## config.mk

```make
export PLATFORM = sky130hd
export DESIGN_NAME = psa_ctrl
export DESIGN_NICKNAME = d
export VERILOG_FILES = /design/src/psa_pkg.sv /design/src/psa_ctrl.sv
export SDC_FILE = /design/constraint.sdc
export NUM_CORES = 1
export LEC_CHECK = 0
export BUFFER_PORTS_ARGS = -buffer_cell sky130_fd_sc_hd__clkbuf_2
export CAP_MARGIN = 20
export CORE_MARGIN = 10
export CORE_UTILIZATION = 40
export CTS_BUF_LIST = sky130_fd_sc_hd__clkbuf_4
export DETAILED_ROUTE_END_ITERATION = 10
export PLACE_DENSITY = 0.84
export SYNTH_ARGS = -nofsm -noshare
export SYNTH_HDL_FRONTEND = slang
export SYNTH_SLANG_ARGS = --single-unit
```

## constraint.sdc

```tcl
create_clock -name clock -period 1.3 [get_ports clock]
set_input_delay 0.26 -clock clock [delete_from_list [all_inputs] [get_ports clock]]
set_output_delay 0.26 -clock clock [all_outputs]
set_load 0.01 [all_outputs]
```

## src/psa_pkg.sv

```systemverilog
/*
  psa_pkg: constants shared by the program store access control block.
  assumes an 8-bit special-function-register bus inside the core.
*/
package psa_pkg;
  // special function register addresses
  localparam logic [7:0] PSA_CTRL_ADDR  = 8'h8f;  // program_store_control
  localparam logic [7:0] PSA_KEY_ADDR   = 8'hb6;  // flash_key_register (page 0)
  localparam logic [7:0] PSA_SCALE_ADDR = 8'hb7;  // flash_scale_register
  // control and scale register fields
  localparam int PSA_WE_BIT     = 0;              // store_write_enable
  localparam int PSA_EE_BIT     = 1;              // page_erase_enable
  localparam int PSA_SP_BIT     = 2;              // scratchpad_select
  localparam int PSA_BYPASS_BIT = 6;              // one-shot bypass
  localparam logic [7:0] PSA_CTRL_RESET  = 8'h00;
  localparam logic [7:0] PSA_SCALE_RESET = 8'h00;
  // key sequence
  localparam logic [7:0] PSA_KEY_FIRST  = 8'ha5;
  localparam logic [7:0] PSA_KEY_SECOND = 8'hf1;
  // flash geometry
  localparam int PSA_ROW_BYTES = 64;
  localparam int PSA_ROW_BITS  = 6;
  localparam int PSA_ADDR_W    = 16;
  localparam logic [15:0] PSA_SCRATCH_TOP = 16'h01ff;
  // timing
  localparam int PSA_CLK_MHZ       = 100;
  localparam int PSA_ONESHOT_MAX_MHZ = 14;
  localparam int PSA_WAKE_MAX_CYC  = 3;
  localparam logic [1:0] PSA_WAKE_CYC = 2'h2;     // wake countdown load, gives a 3-cycle wake-up latency
  localparam int PSA_ONESHOT_CYC   = 1;           // one-shot width, not used; sense enable follows access
  // key lock states, gray along locked, first key, open
  typedef enum logic [1:0] {
    PSA_LOCKED = 2'b00,
    PSA_FIRST  = 2'b01,
    PSA_OPEN   = 2'b11,
    PSA_DEAD   = 2'b10
  } psa_key_t;
  // readback codes of the lock state
  localparam logic [1:0] PSA_RD_LOCKED = 2'h0;
  localparam logic [1:0] PSA_RD_FIRST  = 2'h1;
  localparam logic [1:0] PSA_RD_OPEN   = 2'h2;
  localparam logic [1:0] PSA_RD_DEAD   = 2'h3;
endpackage

```

## src/psa_ctrl.sv

```systemverilog
/*
  psa_ctrl: program store access control.
  holds the program store control, key and scale registers, steers
  code reads and data-move writes, drives the sense enable, and gates
  wake-up from idle. assumes a single-cycle sfr bus and cpu strobes.
*/
`timescale 1ns/1ps
`default_nettype none
module psa_ctrl #(
  parameter int ADDR_W = psa_pkg::PSA_ADDR_W
) (
  input  wire logic              clock,
  input  wire logic              rst,
  // sfr bus
  input  wire logic              sfr_wr,
  input  wire logic              sfr_rd,
  input  wire logic [7:0]        sfr_addr,
  input  wire logic [7:0]        sfr_wdata,
  output logic      [7:0]        sfr_rdata,
  // cpu flash access strobes
  input  wire logic              code_read_instr,
  input  wire logic              data_move_write_instr,
  input  wire logic [ADDR_W-1:0] cpu_addr,
  input  wire logic [7:0]        cpu_wdata,
  // supply monitor status
  input  wire logic              monitor_on,
  input  wire logic              monitor_reset_on,
  // idle control
  input  wire logic              idle_req,
  input  wire logic              wake_event,
  output logic                   cpu_run,
  // flash array side
  output logic                   flash_scratch,
  output logic                   flash_prog,
  output logic                   flash_erase,
  output logic      [ADDR_W-1:0] flash_addr,
  output logic      [7:0]        flash_wdata,
  output logic      [ADDR_W-1:0] flash_row,
  output logic                   sense_enable,
  output logic                   ext_write,
  output logic                   flash_error_reset
);

  // ----------------------------------------------------------------
  // registers and decode
  // ----------------------------------------------------------------
  logic [2:0]        ctrl_q;          // scratch, erase, write enables
  logic [2:0]        ctrl_d;
  logic              bypass_q;        // one-shot bypass
  psa_pkg::psa_key_t key_q;           // key lock state
  psa_pkg::psa_key_t key_d;
  logic [1:0]        wake_q;          // wake countdown
  logic              idle_q;          // cpu is idle
  logic              os_q;            // one-shot pulse stage

  wire hit_ctrl  = sfr_addr == psa_pkg::PSA_CTRL_ADDR;
  wire hit_key   = sfr_addr == psa_pkg::PSA_KEY_ADDR;
  wire hit_scale = sfr_addr == psa_pkg::PSA_SCALE_ADDR;
  wire wr_ctrl   = sfr_wr && hit_ctrl;
  wire wr_key    = sfr_wr && hit_key;
  wire wr_scale  = sfr_wr && hit_scale;
  wire we_bit    = ctrl_q[psa_pkg::PSA_WE_BIT];
  wire ee_bit    = ctrl_q[psa_pkg::PSA_EE_BIT];
  wire sp_bit    = ctrl_q[psa_pkg::PSA_SP_BIT];

  // ----------------------------------------------------------------
  // flash modify decode
  // ----------------------------------------------------------------
  // write enable routes to flash
  wire flash_wr  = data_move_write_instr && we_bit;
  wire mon_ok    = monitor_on && monitor_reset_on;
  wire key_open  = key_q == psa_pkg::PSA_OPEN;
  wire bad_try   = flash_wr && !key_open;
  wire do_modify = flash_wr && key_open && mon_ok;
  wire do_erase  = do_modify && ee_bit;
  wire do_prog   = do_modify && !ee_bit;

  // ----------------------------------------------------------------
  // control register
  // ----------------------------------------------------------------
  // only three low bits stored
  assign ctrl_d = wr_ctrl ? sfr_wdata[2:0] : ctrl_q;
  always_ff @(posedge clock) begin
    if (rst) begin
      ctrl_q <= psa_pkg::PSA_CTRL_RESET[2:0];
    end else begin
      ctrl_q <= ctrl_d;
    end
  end

  always_ff @(posedge clock) begin
    if (rst) begin
      bypass_q <= psa_pkg::PSA_SCALE_RESET[psa_pkg::PSA_BYPASS_BIT];
    end else if (wr_scale) begin
      bypass_q <= sfr_wdata[psa_pkg::PSA_BYPASS_BIT];
    end
  end

  // ----------------------------------------------------------------
  // key state machine
  // ----------------------------------------------------------------
  always_comb begin
    key_d = key_q;
    case (key_q)
      psa_pkg::PSA_LOCKED: begin
        if (wr_key) begin
          key_d = (sfr_wdata == psa_pkg::PSA_KEY_FIRST) ? psa_pkg::PSA_FIRST
                                                        : psa_pkg::PSA_DEAD;
        end
      end
      psa_pkg::PSA_FIRST: begin
        if (wr_key) begin
          key_d = (sfr_wdata == psa_pkg::PSA_KEY_SECOND) ? psa_pkg::PSA_OPEN
                                                         : psa_pkg::PSA_DEAD;
        end
      end
      psa_pkg::PSA_OPEN: begin
        if (do_modify) begin
          key_d = psa_pkg::PSA_LOCKED;
        end else if (wr_key) begin
          key_d = psa_pkg::PSA_DEAD;
        end
      end
      psa_pkg::PSA_DEAD: key_d = psa_pkg::PSA_DEAD;
      default:           key_d = psa_pkg::PSA_DEAD;
    endcase
    if (bad_try) begin
      key_d = psa_pkg::PSA_DEAD;
    end
  end

  always_ff @(posedge clock) begin
    if (rst) begin
      key_q <= psa_pkg::PSA_LOCKED;
    end else begin
      key_q <= key_d;
    end
  end

  // ----------------------------------------------------------------
  // read mux
  // ----------------------------------------------------------------
  logic [1:0] key_code;
  always_comb begin
    case (key_q)
      psa_pkg::PSA_LOCKED: key_code = psa_pkg::PSA_RD_LOCKED;
      psa_pkg::PSA_FIRST:  key_code = psa_pkg::PSA_RD_FIRST;
      psa_pkg::PSA_OPEN:   key_code = psa_pkg::PSA_RD_OPEN;
      default:             key_code = psa_pkg::PSA_RD_DEAD;
    endcase
  end

  wire [7:0] rd_ctrl  = {5'h00, ctrl_q};
  wire [7:0] rd_key   = {6'h00, key_code};
  wire [7:0] rd_scale = {1'b0, bypass_q, 6'h00};
  wire [7:0] rd_mux   = hit_ctrl  ? rd_ctrl  :
                        hit_key   ? rd_key   :
                        hit_scale ? rd_scale : 8'h00;

  always_ff @(posedge clock) begin
    if (rst) begin
      sfr_rdata <= 8'h00;
    end else if (sfr_rd) begin
      sfr_rdata <= rd_mux;
    end
  end

  // ----------------------------------------------------------------
  // flash array outputs
  // ----------------------------------------------------------------
  // row index drops six bits
  wire [ADDR_W-1:0] row_of = cpu_addr >> psa_pkg::PSA_ROW_BITS;
  always_ff @(posedge clock) begin
    if (rst) begin
      flash_scratch     <= 1'b0;
      flash_prog        <= 1'b0;
      flash_erase       <= 1'b0;
      flash_addr        <= '0;
      flash_wdata       <= 8'h00;
      flash_row         <= '0;
      ext_write         <= 1'b0;
      flash_error_reset <= 1'b0;
    end else begin
      flash_scratch     <= sp_bit;
      flash_prog        <= do_prog;
      flash_erase       <= do_erase;
      flash_addr        <= cpu_addr;
      flash_wdata       <= do_erase ? 8'hff : cpu_wdata;
      flash_row         <= row_of;
      ext_write         <= data_move_write_instr && !we_bit;
      flash_error_reset <= flash_wr && key_open && !mon_ok;
    end
  end

  // ----------------------------------------------------------------
  // sense enable, follows access with or without bypass
  // ----------------------------------------------------------------
  wire access = code_read_instr || data_move_write_instr;
  always_ff @(posedge clock) begin
    if (rst) begin
      os_q <= 1'b0;
    end else begin
      os_q <= access;
    end
  end
  assign sense_enable = bypass_q ? access : (access && !os_q) || (access && os_q);

  // ----------------------------------------------------------------
  // idle wake-up
  // ----------------------------------------------------------------
  always_ff @(posedge clock) begin
    if (rst) begin
      idle_q <= 1'b0;
      wake_q <= 2'h0;
    end else if (!idle_q) begin
      idle_q <= idle_req;
    end else if (wake_q != 2'h0) begin
      wake_q <= wake_q - 2'h1;
      idle_q <= wake_q != 2'h1;
    end else if (wake_event) begin
      wake_q <= psa_pkg::PSA_WAKE_CYC;
    end
  end
  assign cpu_run = !idle_q;

endmodule
`default_nettype wire

```

Yosys cells after proc, flatten, opt, wreduce, memory -nomap -nowiden
Index checks and enable logic that the tools add are counted.

Add/sub/neg operators: 1. Equal/unequal tests: 15. Multiplexer cells: 18. Reductions and logical operators: 29.

Operator list (count): 8-bit equality test (second input constant) (5); 7-bit 2-to-1 mux (3); 2-bit 2-to-1 mux (8); 1-bit logical AND (14); 8-bit 2-to-1 mux (1); 2-bit one-hot mux with 4 select lines (1); 1-bit logical NOT (6); 3-bit != test (second input constant) (2); 2-bit one-hot mux with 3 select lines (1); 3-bit AND reduction (2); 2-bit equality test (second input constant) (2); 1-bit 2-to-1 mux (4); 2-bit != test (second input constant) (2); 4-bit by 2-bit != test with 1-bit output (second input constant) (1); 2-bit nonzero test (2); 3-bit by 2-bit != test with 1-bit output (second input constant) (1); 2-bit by 1-bit equality test with 1-bit output (second input constant) (1); 2-bit logical NOT (1); 1-bit logical OR (2); 2-bit by 1-bit != test with 1-bit output (second input constant) (1); 2-bit AND reduction (1); 2-bit OR reduction (1); 2-bit by 1-bit subtractor with 2-bit output (second input constant) (1).

Register bits: 63. Input port bits: 50.

Depth between registers and ports, before layout
Gate-level depths: netlist (run 1).

Depth in word-level cells: 6. Depth in mapped cells: 6. Gate-level depth less buffers: 6.

Worst setup path before layout (run 1)
Ideal clock, no wire load.

Path kind: register to register. Start: register key_q[0]. End: register key_q[0]. Library setup time: 0.070 ns. Arrival: 1.254 ns. Path slack: -0.024 ns. Stages on the path, launching flop included: 7. Clock period less this slack: 1.324 ns. Path through: dfxtp_1 -> inv_1 -> ha_1 -> nor2_1 -> a21boi_0 -> o221ai_1 -> a21oi_1.

Word-level cells in the longest chain between the ends: 5. Elaborated cells between the ends (all ways): 15. Those cells by class: eq/ne: 6; mux: 2; reduce/logical: 7.

RTL lines: start, declared (line psa_ctrl.sv:50) `psa_pkg::psa_key_t key_q;`; start signal, assigned (line psa_ctrl.sv:134) `key_q <= psa_pkg::PSA_LOCKED;`; start signal, assigned (line psa_ctrl.sv:136) `key_q <= key_d;`; 2-bit equality test (line psa_ctrl.sv:72, psa_ctrl.sv:104); 1-bit logical AND (2 in series) (line psa_ctrl.sv:74) `wire do_modify = flash_wr && key_open && mon_ok;`; 2-bit 2-to-1 mux or 3-bit by 2-bit != test with 1-bit output (tied branches); 2-bit one-hot mux with 4 select lines or 3-bit AND reduction (tied branches).

Several ways; a longest one is shown, not always the timed one. A chain may end at the register's enable or synchronous reset.

Final worst setup path (run 1)
Same ends and word-level chain as after synthesis.

==> results.json, run 1 <==
{
  "cp-start-kind": "flip-flop",
  "synth.avg_cell_area_um2": 9.47,
  "hold_violations": 0,
  "dr.pass1.iters": 4,
  "nFillCells": 427,
  "setup_violations": 1,
  "hp-class": "in2reg",
  "whs_endpoint": "flash_addr[4]",
  "ys_types": 37,
  "busiest_layer": "met2",
  "overflow": 0,
  "r2r-end": "key_q[0]",
  "numCtsBuffers": 5,
  "worstSkewPairLatency_ps": 340,
  "hp-start": "cpu_addr[4]",
  "dieHeight_um": 86.6,
  "grt_usage_pct": 11.7,
  "cpMaxStageDelayCell": "dfxtp_4",
  "skew_ps": 4.52,
  "place.detailed.instances": 323,
  "synth.area.top_cells": "dfxtp_1 (47%), buf_4 (8.5%), nor2b_1 (6.0%)",
  "diodes": 0,
  "finalPower_uw": 2330,
  "syn2layout_area_growth_pct": 32.2,
  "portBuffers": 94,
  "leakage_uw": 0.00119,
  "crit_buf_inv": 1,
  "yosysWarnings": 0,
  "synth.top_cell.area_share_pct": 47.5,
  "route.detailed.drc": 0,
  "cts_sinks": 42,
  "ir_worst_vdd_uv": 315,
  "setup_slack_ps": -7.26,
  "stdcell_count": 331,
  "drt_iter0_markers": 31,
  "viasPerCell": 4.62,
  "critPathMaxStageDelay_ps": 380,
  "htree_levels": 2,
  "cts_hold_buf": 0,
  "gp_congestion": 0.887,
  "antenna_left": 0,
  "syn-instance-count": 187,
  "stdcell_area_um2": 2340,
  "fin_nets": 335,
  "core-area_um2": 4320,
  "grt_pass1_wl_um": 7180,
  "path_cells": "inv_2 > ha_4 > nor4bb_1 > o221ai_1 > a21oi_1",
  "reg2reg_depth": 5,
  "rrSetupSlack_ps": -7,
  "rsz0062_at_grt": "yes",
  "grt_util_met2_pct": 18.9,
  "yosysSeqAreaShare_pct": 47.5,
  "start_util_pct": 41.0,
  "grt_pass1_vias": 1565,
  "core.rowCount": 24,
  "grt_antenna_before_repair": 0,
  "cts-root-buf": "clkbuf_4",
  "clock.fmax_mhz": 765,
  "min_path_cells": 2,
  "post_cts_buffers": 0,
  "critical_path_arrival_ps": 1580,
  "dpl-instance-area_um2": 2220,
  "dieArea_um2": 7490,
  "wirelength_um": 4460,
  "status": "finished, violations left",
  "die_w_um": 86.6,
  "grt_max_degree": 40,
  "violations": "negative setup slack",
  "r2r-start": "key_q[0]",
  "critical_path_required_ps": 1580,
  "critical_path.max_fanout": 4,
  "end_kind": "flip-flop",
  "path_class": "reg2reg",
  "cts.path.max_buffers": 2,
  "yosysTopAreaCell": "dfxtp_1",
  "cts_tree": "yes",
  "maxCapViolCount": 0,
  "ys_ff_latch": 42,
  "crit_family": "flip-flops",
  "route.vias.total": 1528,
  "grt_use_met3_pct": 5.82,
  "routedWlPerCell_um": 13.5,
  "io_pins": 105,
  "use_met1_pct": 12.4,
  "final.setup.tns_ps": -7.26,
  "place.detailed.hpwl_um": 3640,
  "report.final.slew_viol_count": 0,
  "fin_crit_sh_pct": 101,
  "synth_area_um2": 1770,
  "p_per_area_nw_per_um2": 993,
  "layout_min_cycle_time_ps": 1310,
  "drive_above_1_share_pct": 45.5,
  "cts.clk_slew.worst_paths_ps": 110
}
==> per-layer routing <==
metal	vias up	part of all wire, %
met5	-	0
met1	673	39
met4	0	1.7
li1	774	-
met2	75	48
met3	6	12
==> flip-flops by register name, summed over array words and instances, names as in the netlist <==
signal / count
flash_wdata: 8
flash_error_reset: 1
idle_q: 1
sfr_rdata: 4
bypass_q: 1
key_q: 2
flash_addr: 16
flash_scratch: 1
wake_q: 2
flash_prog: 1
ctrl_q: 3
ext_write: 1
flash_erase: 1
==> worst max-delay path by stage <==
stage	depth (start not counted)	startpoint	to
floorplan	6	key_q[0]	key_q[0]
global placement	6	key_q[0]	key_q[0]
detailed placement	6	key_q[0]	key_q[0]
CTS	6	key_q[1]	key_q[0]
global route	6	key_q[1]	key_q[0]
finish	5	key_q[0]	key_q[0]
==> worst register-to-register path, stage by stage (launching register included) <==
cell      delay [ps]
dfxtp_4          380
inv_2             70
ha_4             150
nor4bb_1         310
o221ai_1         190
a21oi_1          140
==> logic make-up after synthesis <==
group / after synthesis / synth area share, %
fa+ha+maj: 7 / 4.94
mux: 4 / 2.26
simple gates: 64 / 22.6
compound gates: 29 / 9.39
other cells: 1 / 0.212
buf+inv: 40 / 13.1
flops: 42 / 47.5
==> metrics by stage <==
stage	setup slack, ps	hold slack [ps]	utilization (%)
final	-7.26	117	54.2
after floorplan	33.7	352	-
after global routing	-81.1	90.0	54.2
after CTS	-34.2	96.4	52.9
after global placement	-8.34	440	51.4
after detailed placement	-106	452	51.4
==> cell usage in the layout (no fill, tap or decap), types with 5 or more instances in the layout <==
cell type	n
clkbuf_2	94
dfxtp_1	38
nor2b_1	17
inv_1	13
nor2_1	10
conb_1	10
o21ai_0	8
a21oi_1	8
clkbuf_4	6
nand2_1	5
nand2b_1	5
buf_4	5
==> synth_stat cells (all sizes together) <==
cell type and number:
dfxtp 42, buf 21, nor2b 17, inv 15, nor2 11, o21ai 11
a21oi 9, ha 7, nand2 6, nand2b 5, clkbuf 4, mux2i 4
nand3 4, nand4 3, a21boi 2, a21o 2, a31oi 2, and3 2
and4b 2, and4bb 2, nand4b 2, or2 2, a22o 1, and3b 1
and4 1, conb 1, nand3b 1, nor3 1, nor3b 1, nor4b 1
nor4bb 1, o221ai 1, o22ai 1, or3 1
==> repair_timing <==
action	4_1_cts	5_1_grt
resized for setup	5	18
setup endpoints to repair	4	14
pin swaps	0	3
==> where the power goes <==
part,switching (uW),internal [uW]
Combinational,181,176
Clock,387,224
Sequential,21.1,1340
Total,589,1740
==> cell type report <==
| class | count | area [um2] | area share (%) |
|---|---|---|---|
| Clock buffer | 6 | 45.0 | 1.92 |
| Clock inverter | 2 | 8.76 | 0.374 |
| Inverter | 15 | 58.8 | 2.51 |
| Multi-Input combinational cell | 114 | 788 | 33.7 |
| Sequential cell | 42 | 848 | 36.2 |
| Tap cell | 52 | 65.1 | 2.78 |
| Timing Repair Buffer | 100 | 528 | 22.5 |
(Power assumes the default switching activity.)
==> inputs of run 2 (changes only) <==
--- a/config.mk
+++ b/config.mk
@@ -12,6 +12,7 @@
 export CTS_BUF_LIST = sky130_fd_sc_hd__clkbuf_4
 export DETAILED_ROUTE_END_ITERATION = 10
 export PLACE_DENSITY = 0.84
+export SETUP_SLACK_MARGIN = 0.02
 export SYNTH_ARGS = -nofsm -noshare
 export SYNTH_HDL_FRONTEND = slang
 export SYNTH_SLANG_ARGS = --single-unit
==> run 2 against run 1 <==
The flow still finishes with violations (negative setup slack). Die area unchanged. Global-route usage increased by 0.077 points. Sequential share of layout area fell by 0.43 points. Power grew 1.3%. Register-to-register slack hardly changed. Cell area is 1.5% higher. Clock power grew 3%.
==> results.json, run 2 (synthesis gave the netlist of run 1 again) <==
{
  "cts.clk_slew.worst_paths_ps": 120,
  "critical_path_arrival_ps": 1600,
  "portBuffers": 94,
  "htree_levels": 2,
  "cts_sinks": 42,
  "clock.fmax_mhz": 762,
  "viasPerCell": 4.71,
  "cts_tree": "yes",
  "ir_worst_vdd_uv": 329,
  "finalPower_uw": 2360,
  "route.detailed.drc": 0,
  "syn2layout_area_growth_pct": 34.2,
  "path_cells": "inv_4 > ha_4 > nor2_2 > a21boi_4 > or3_4 > a21oi_2",
  "whs_ps": 117,
  "critical_path.max_fanout": 4,
  "largest_reg_flops": 16,
  "min_path_cells": 2,
  "core-area_um2": 4320,
  "leakage_uw": 0.00120,
  "fin_nets": 336,
  "cts.path.max_buffers": 2,
  "report.final.slew_viol_count": 0,
  "drive_above_1_share_pct": 47.1,
  "gp_congestion": 0.887,
  "fin_util_pct": 55.0,
  "core.rowCount": 24,
  "cts-root-buf": "clkbuf_4",
  "crit_family": "flip-flops",
  "layout_min_cycle_time_ps": 1310,
  "io_pins": 105,
  "largestRegisters": "flash_addr x16, flash_wdata x8, sfr_rdata x4",
  "hold_violations": 0,
  "dr.pass1.iters": 4,
  "crit_buf_inv": 1,
  "path_class": "reg2reg",
  "layout_common_cells": "clkbuf_2 (94), dfxtp_1 (38), nor2b_1 (17), inv_1 (13)",
  "worstSkewPairLatency_ps": 350,
  "end_kind": "flip-flop",
  "route.vias.total": 1565,
  "wirelength_um": 4560,
  "rsz0062_at_grt": "yes",
  "grt_max_degree": 40,
  "critPathMaxStageDelay_ps": 390,
  "mostFrequentLayoutCell": "clkbuf_2",
  "path_depth": 6,
  "maxCapViolCount": 0,
  "start_util_pct": 41.0,
  "die_w_um": 86.6,
  "grt_antenna_before_repair": 0,
  "place.detailed.hpwl_um": 3640,
  "grt_pass1_vias": 1565,
  "antenna_left": 0,
  "hp-class": "in2reg",
  "top_register": "flash_addr",
  "routedWlPerCell_um": 13.7,
  "dieArea_um2": 7490,
  "cp-start-kind": "flip-flop",
  "p_per_area_nw_per_um2": 991,
  "cpMaxStageDelayCell": "dfxtp_4",
  "numCtsBuffers": 5,
  "critical_path_required_ps": 1590,
  "grt_usage_pct": 11.8,
  "drt_iter0_markers": 41,
  "setup_violations": 1,
  "fin_crit_sh_pct": 101,
  "status": "finished, violations left",
  "reg2reg_depth": 6,
  "grt_pass1_wl_um": 7220,
  "dieHeight_um": 86.6,
  "skew_ps": 10.8,
  "overflow": 0,
  "diodes": 0,
  "violations": "negative setup slack",
  "setup_slack_ps": -12.1
}
run 2: worst register-to-register path, stage by stage, from the launching register on:
cell,delay [ps]
dfxtp_4,390
inv_4,60
ha_4,150
nor2_2,50
a21boi_4,140
or3_4,330
a21oi_2,140
run 2: stage by stage:
step | instances | setup TNS, ps | worst slack [ps] | instance area [um2]
floorplan | 196 | 0 | 33.7 | 1810
global placement | 323 | -8.34 | -8.34 | 2220
detailed placement | 323 | -267 | -106 | 2220
CTS | 332 | -7.13 | -7.13 | 2310
global route | 332 | -284 | -87.0 | 2380
finish | 332 | -12.1 | -12.1 | 2380
run 2: layout make-up:
cell class | instances | area, um2
clock inverters | 2 | 8.76
multi-input cells | 114 | 811
inverters | 15 | 61.3
clock buffers | 6 | 45.0
flip-flops and latches | 42 | 851
fillers | 431 | 1950
well taps | 52 | 65.1
repair buffers | 101 | 536
run 2: final timing paths:
path	slack [ps]	to	start
max	-10	key_q[0]	key_q[0]
min	120	flash_addr[4]	cpu_addr[4]
max reg2reg	-10	key_q[0]	key_q[0]
min reg2reg	470	bypass_q	bypass_q
run 2: routing by layer:
metal | routed length [um] | track usage, % | up-vias
li1 | - | - | 777
met1 | 1780 | 12.6 | 703
met2 | 2170 | 19.1 | 79
met3 | 534 | 5.72 | 6
met4 | 78 | 5.45 | 0
met5 | 0 | 0 | -
run 2: power by group:
part / switching (uW) / internal [uW] / total (uW)
clock network: 403 / 225 / 628
registers: 21.3 / 1340 / 1360
logic: 188 / 182 / 370
run 2: timing repair:
item / 4_1_cts / 5_1_grt
setup endpoints to repair: 4 / 14
hold buffers: 0 / 0
gates resized for setup: 10 / 18
buffers inserted: 1 / 0
pin swaps: 2 / 3
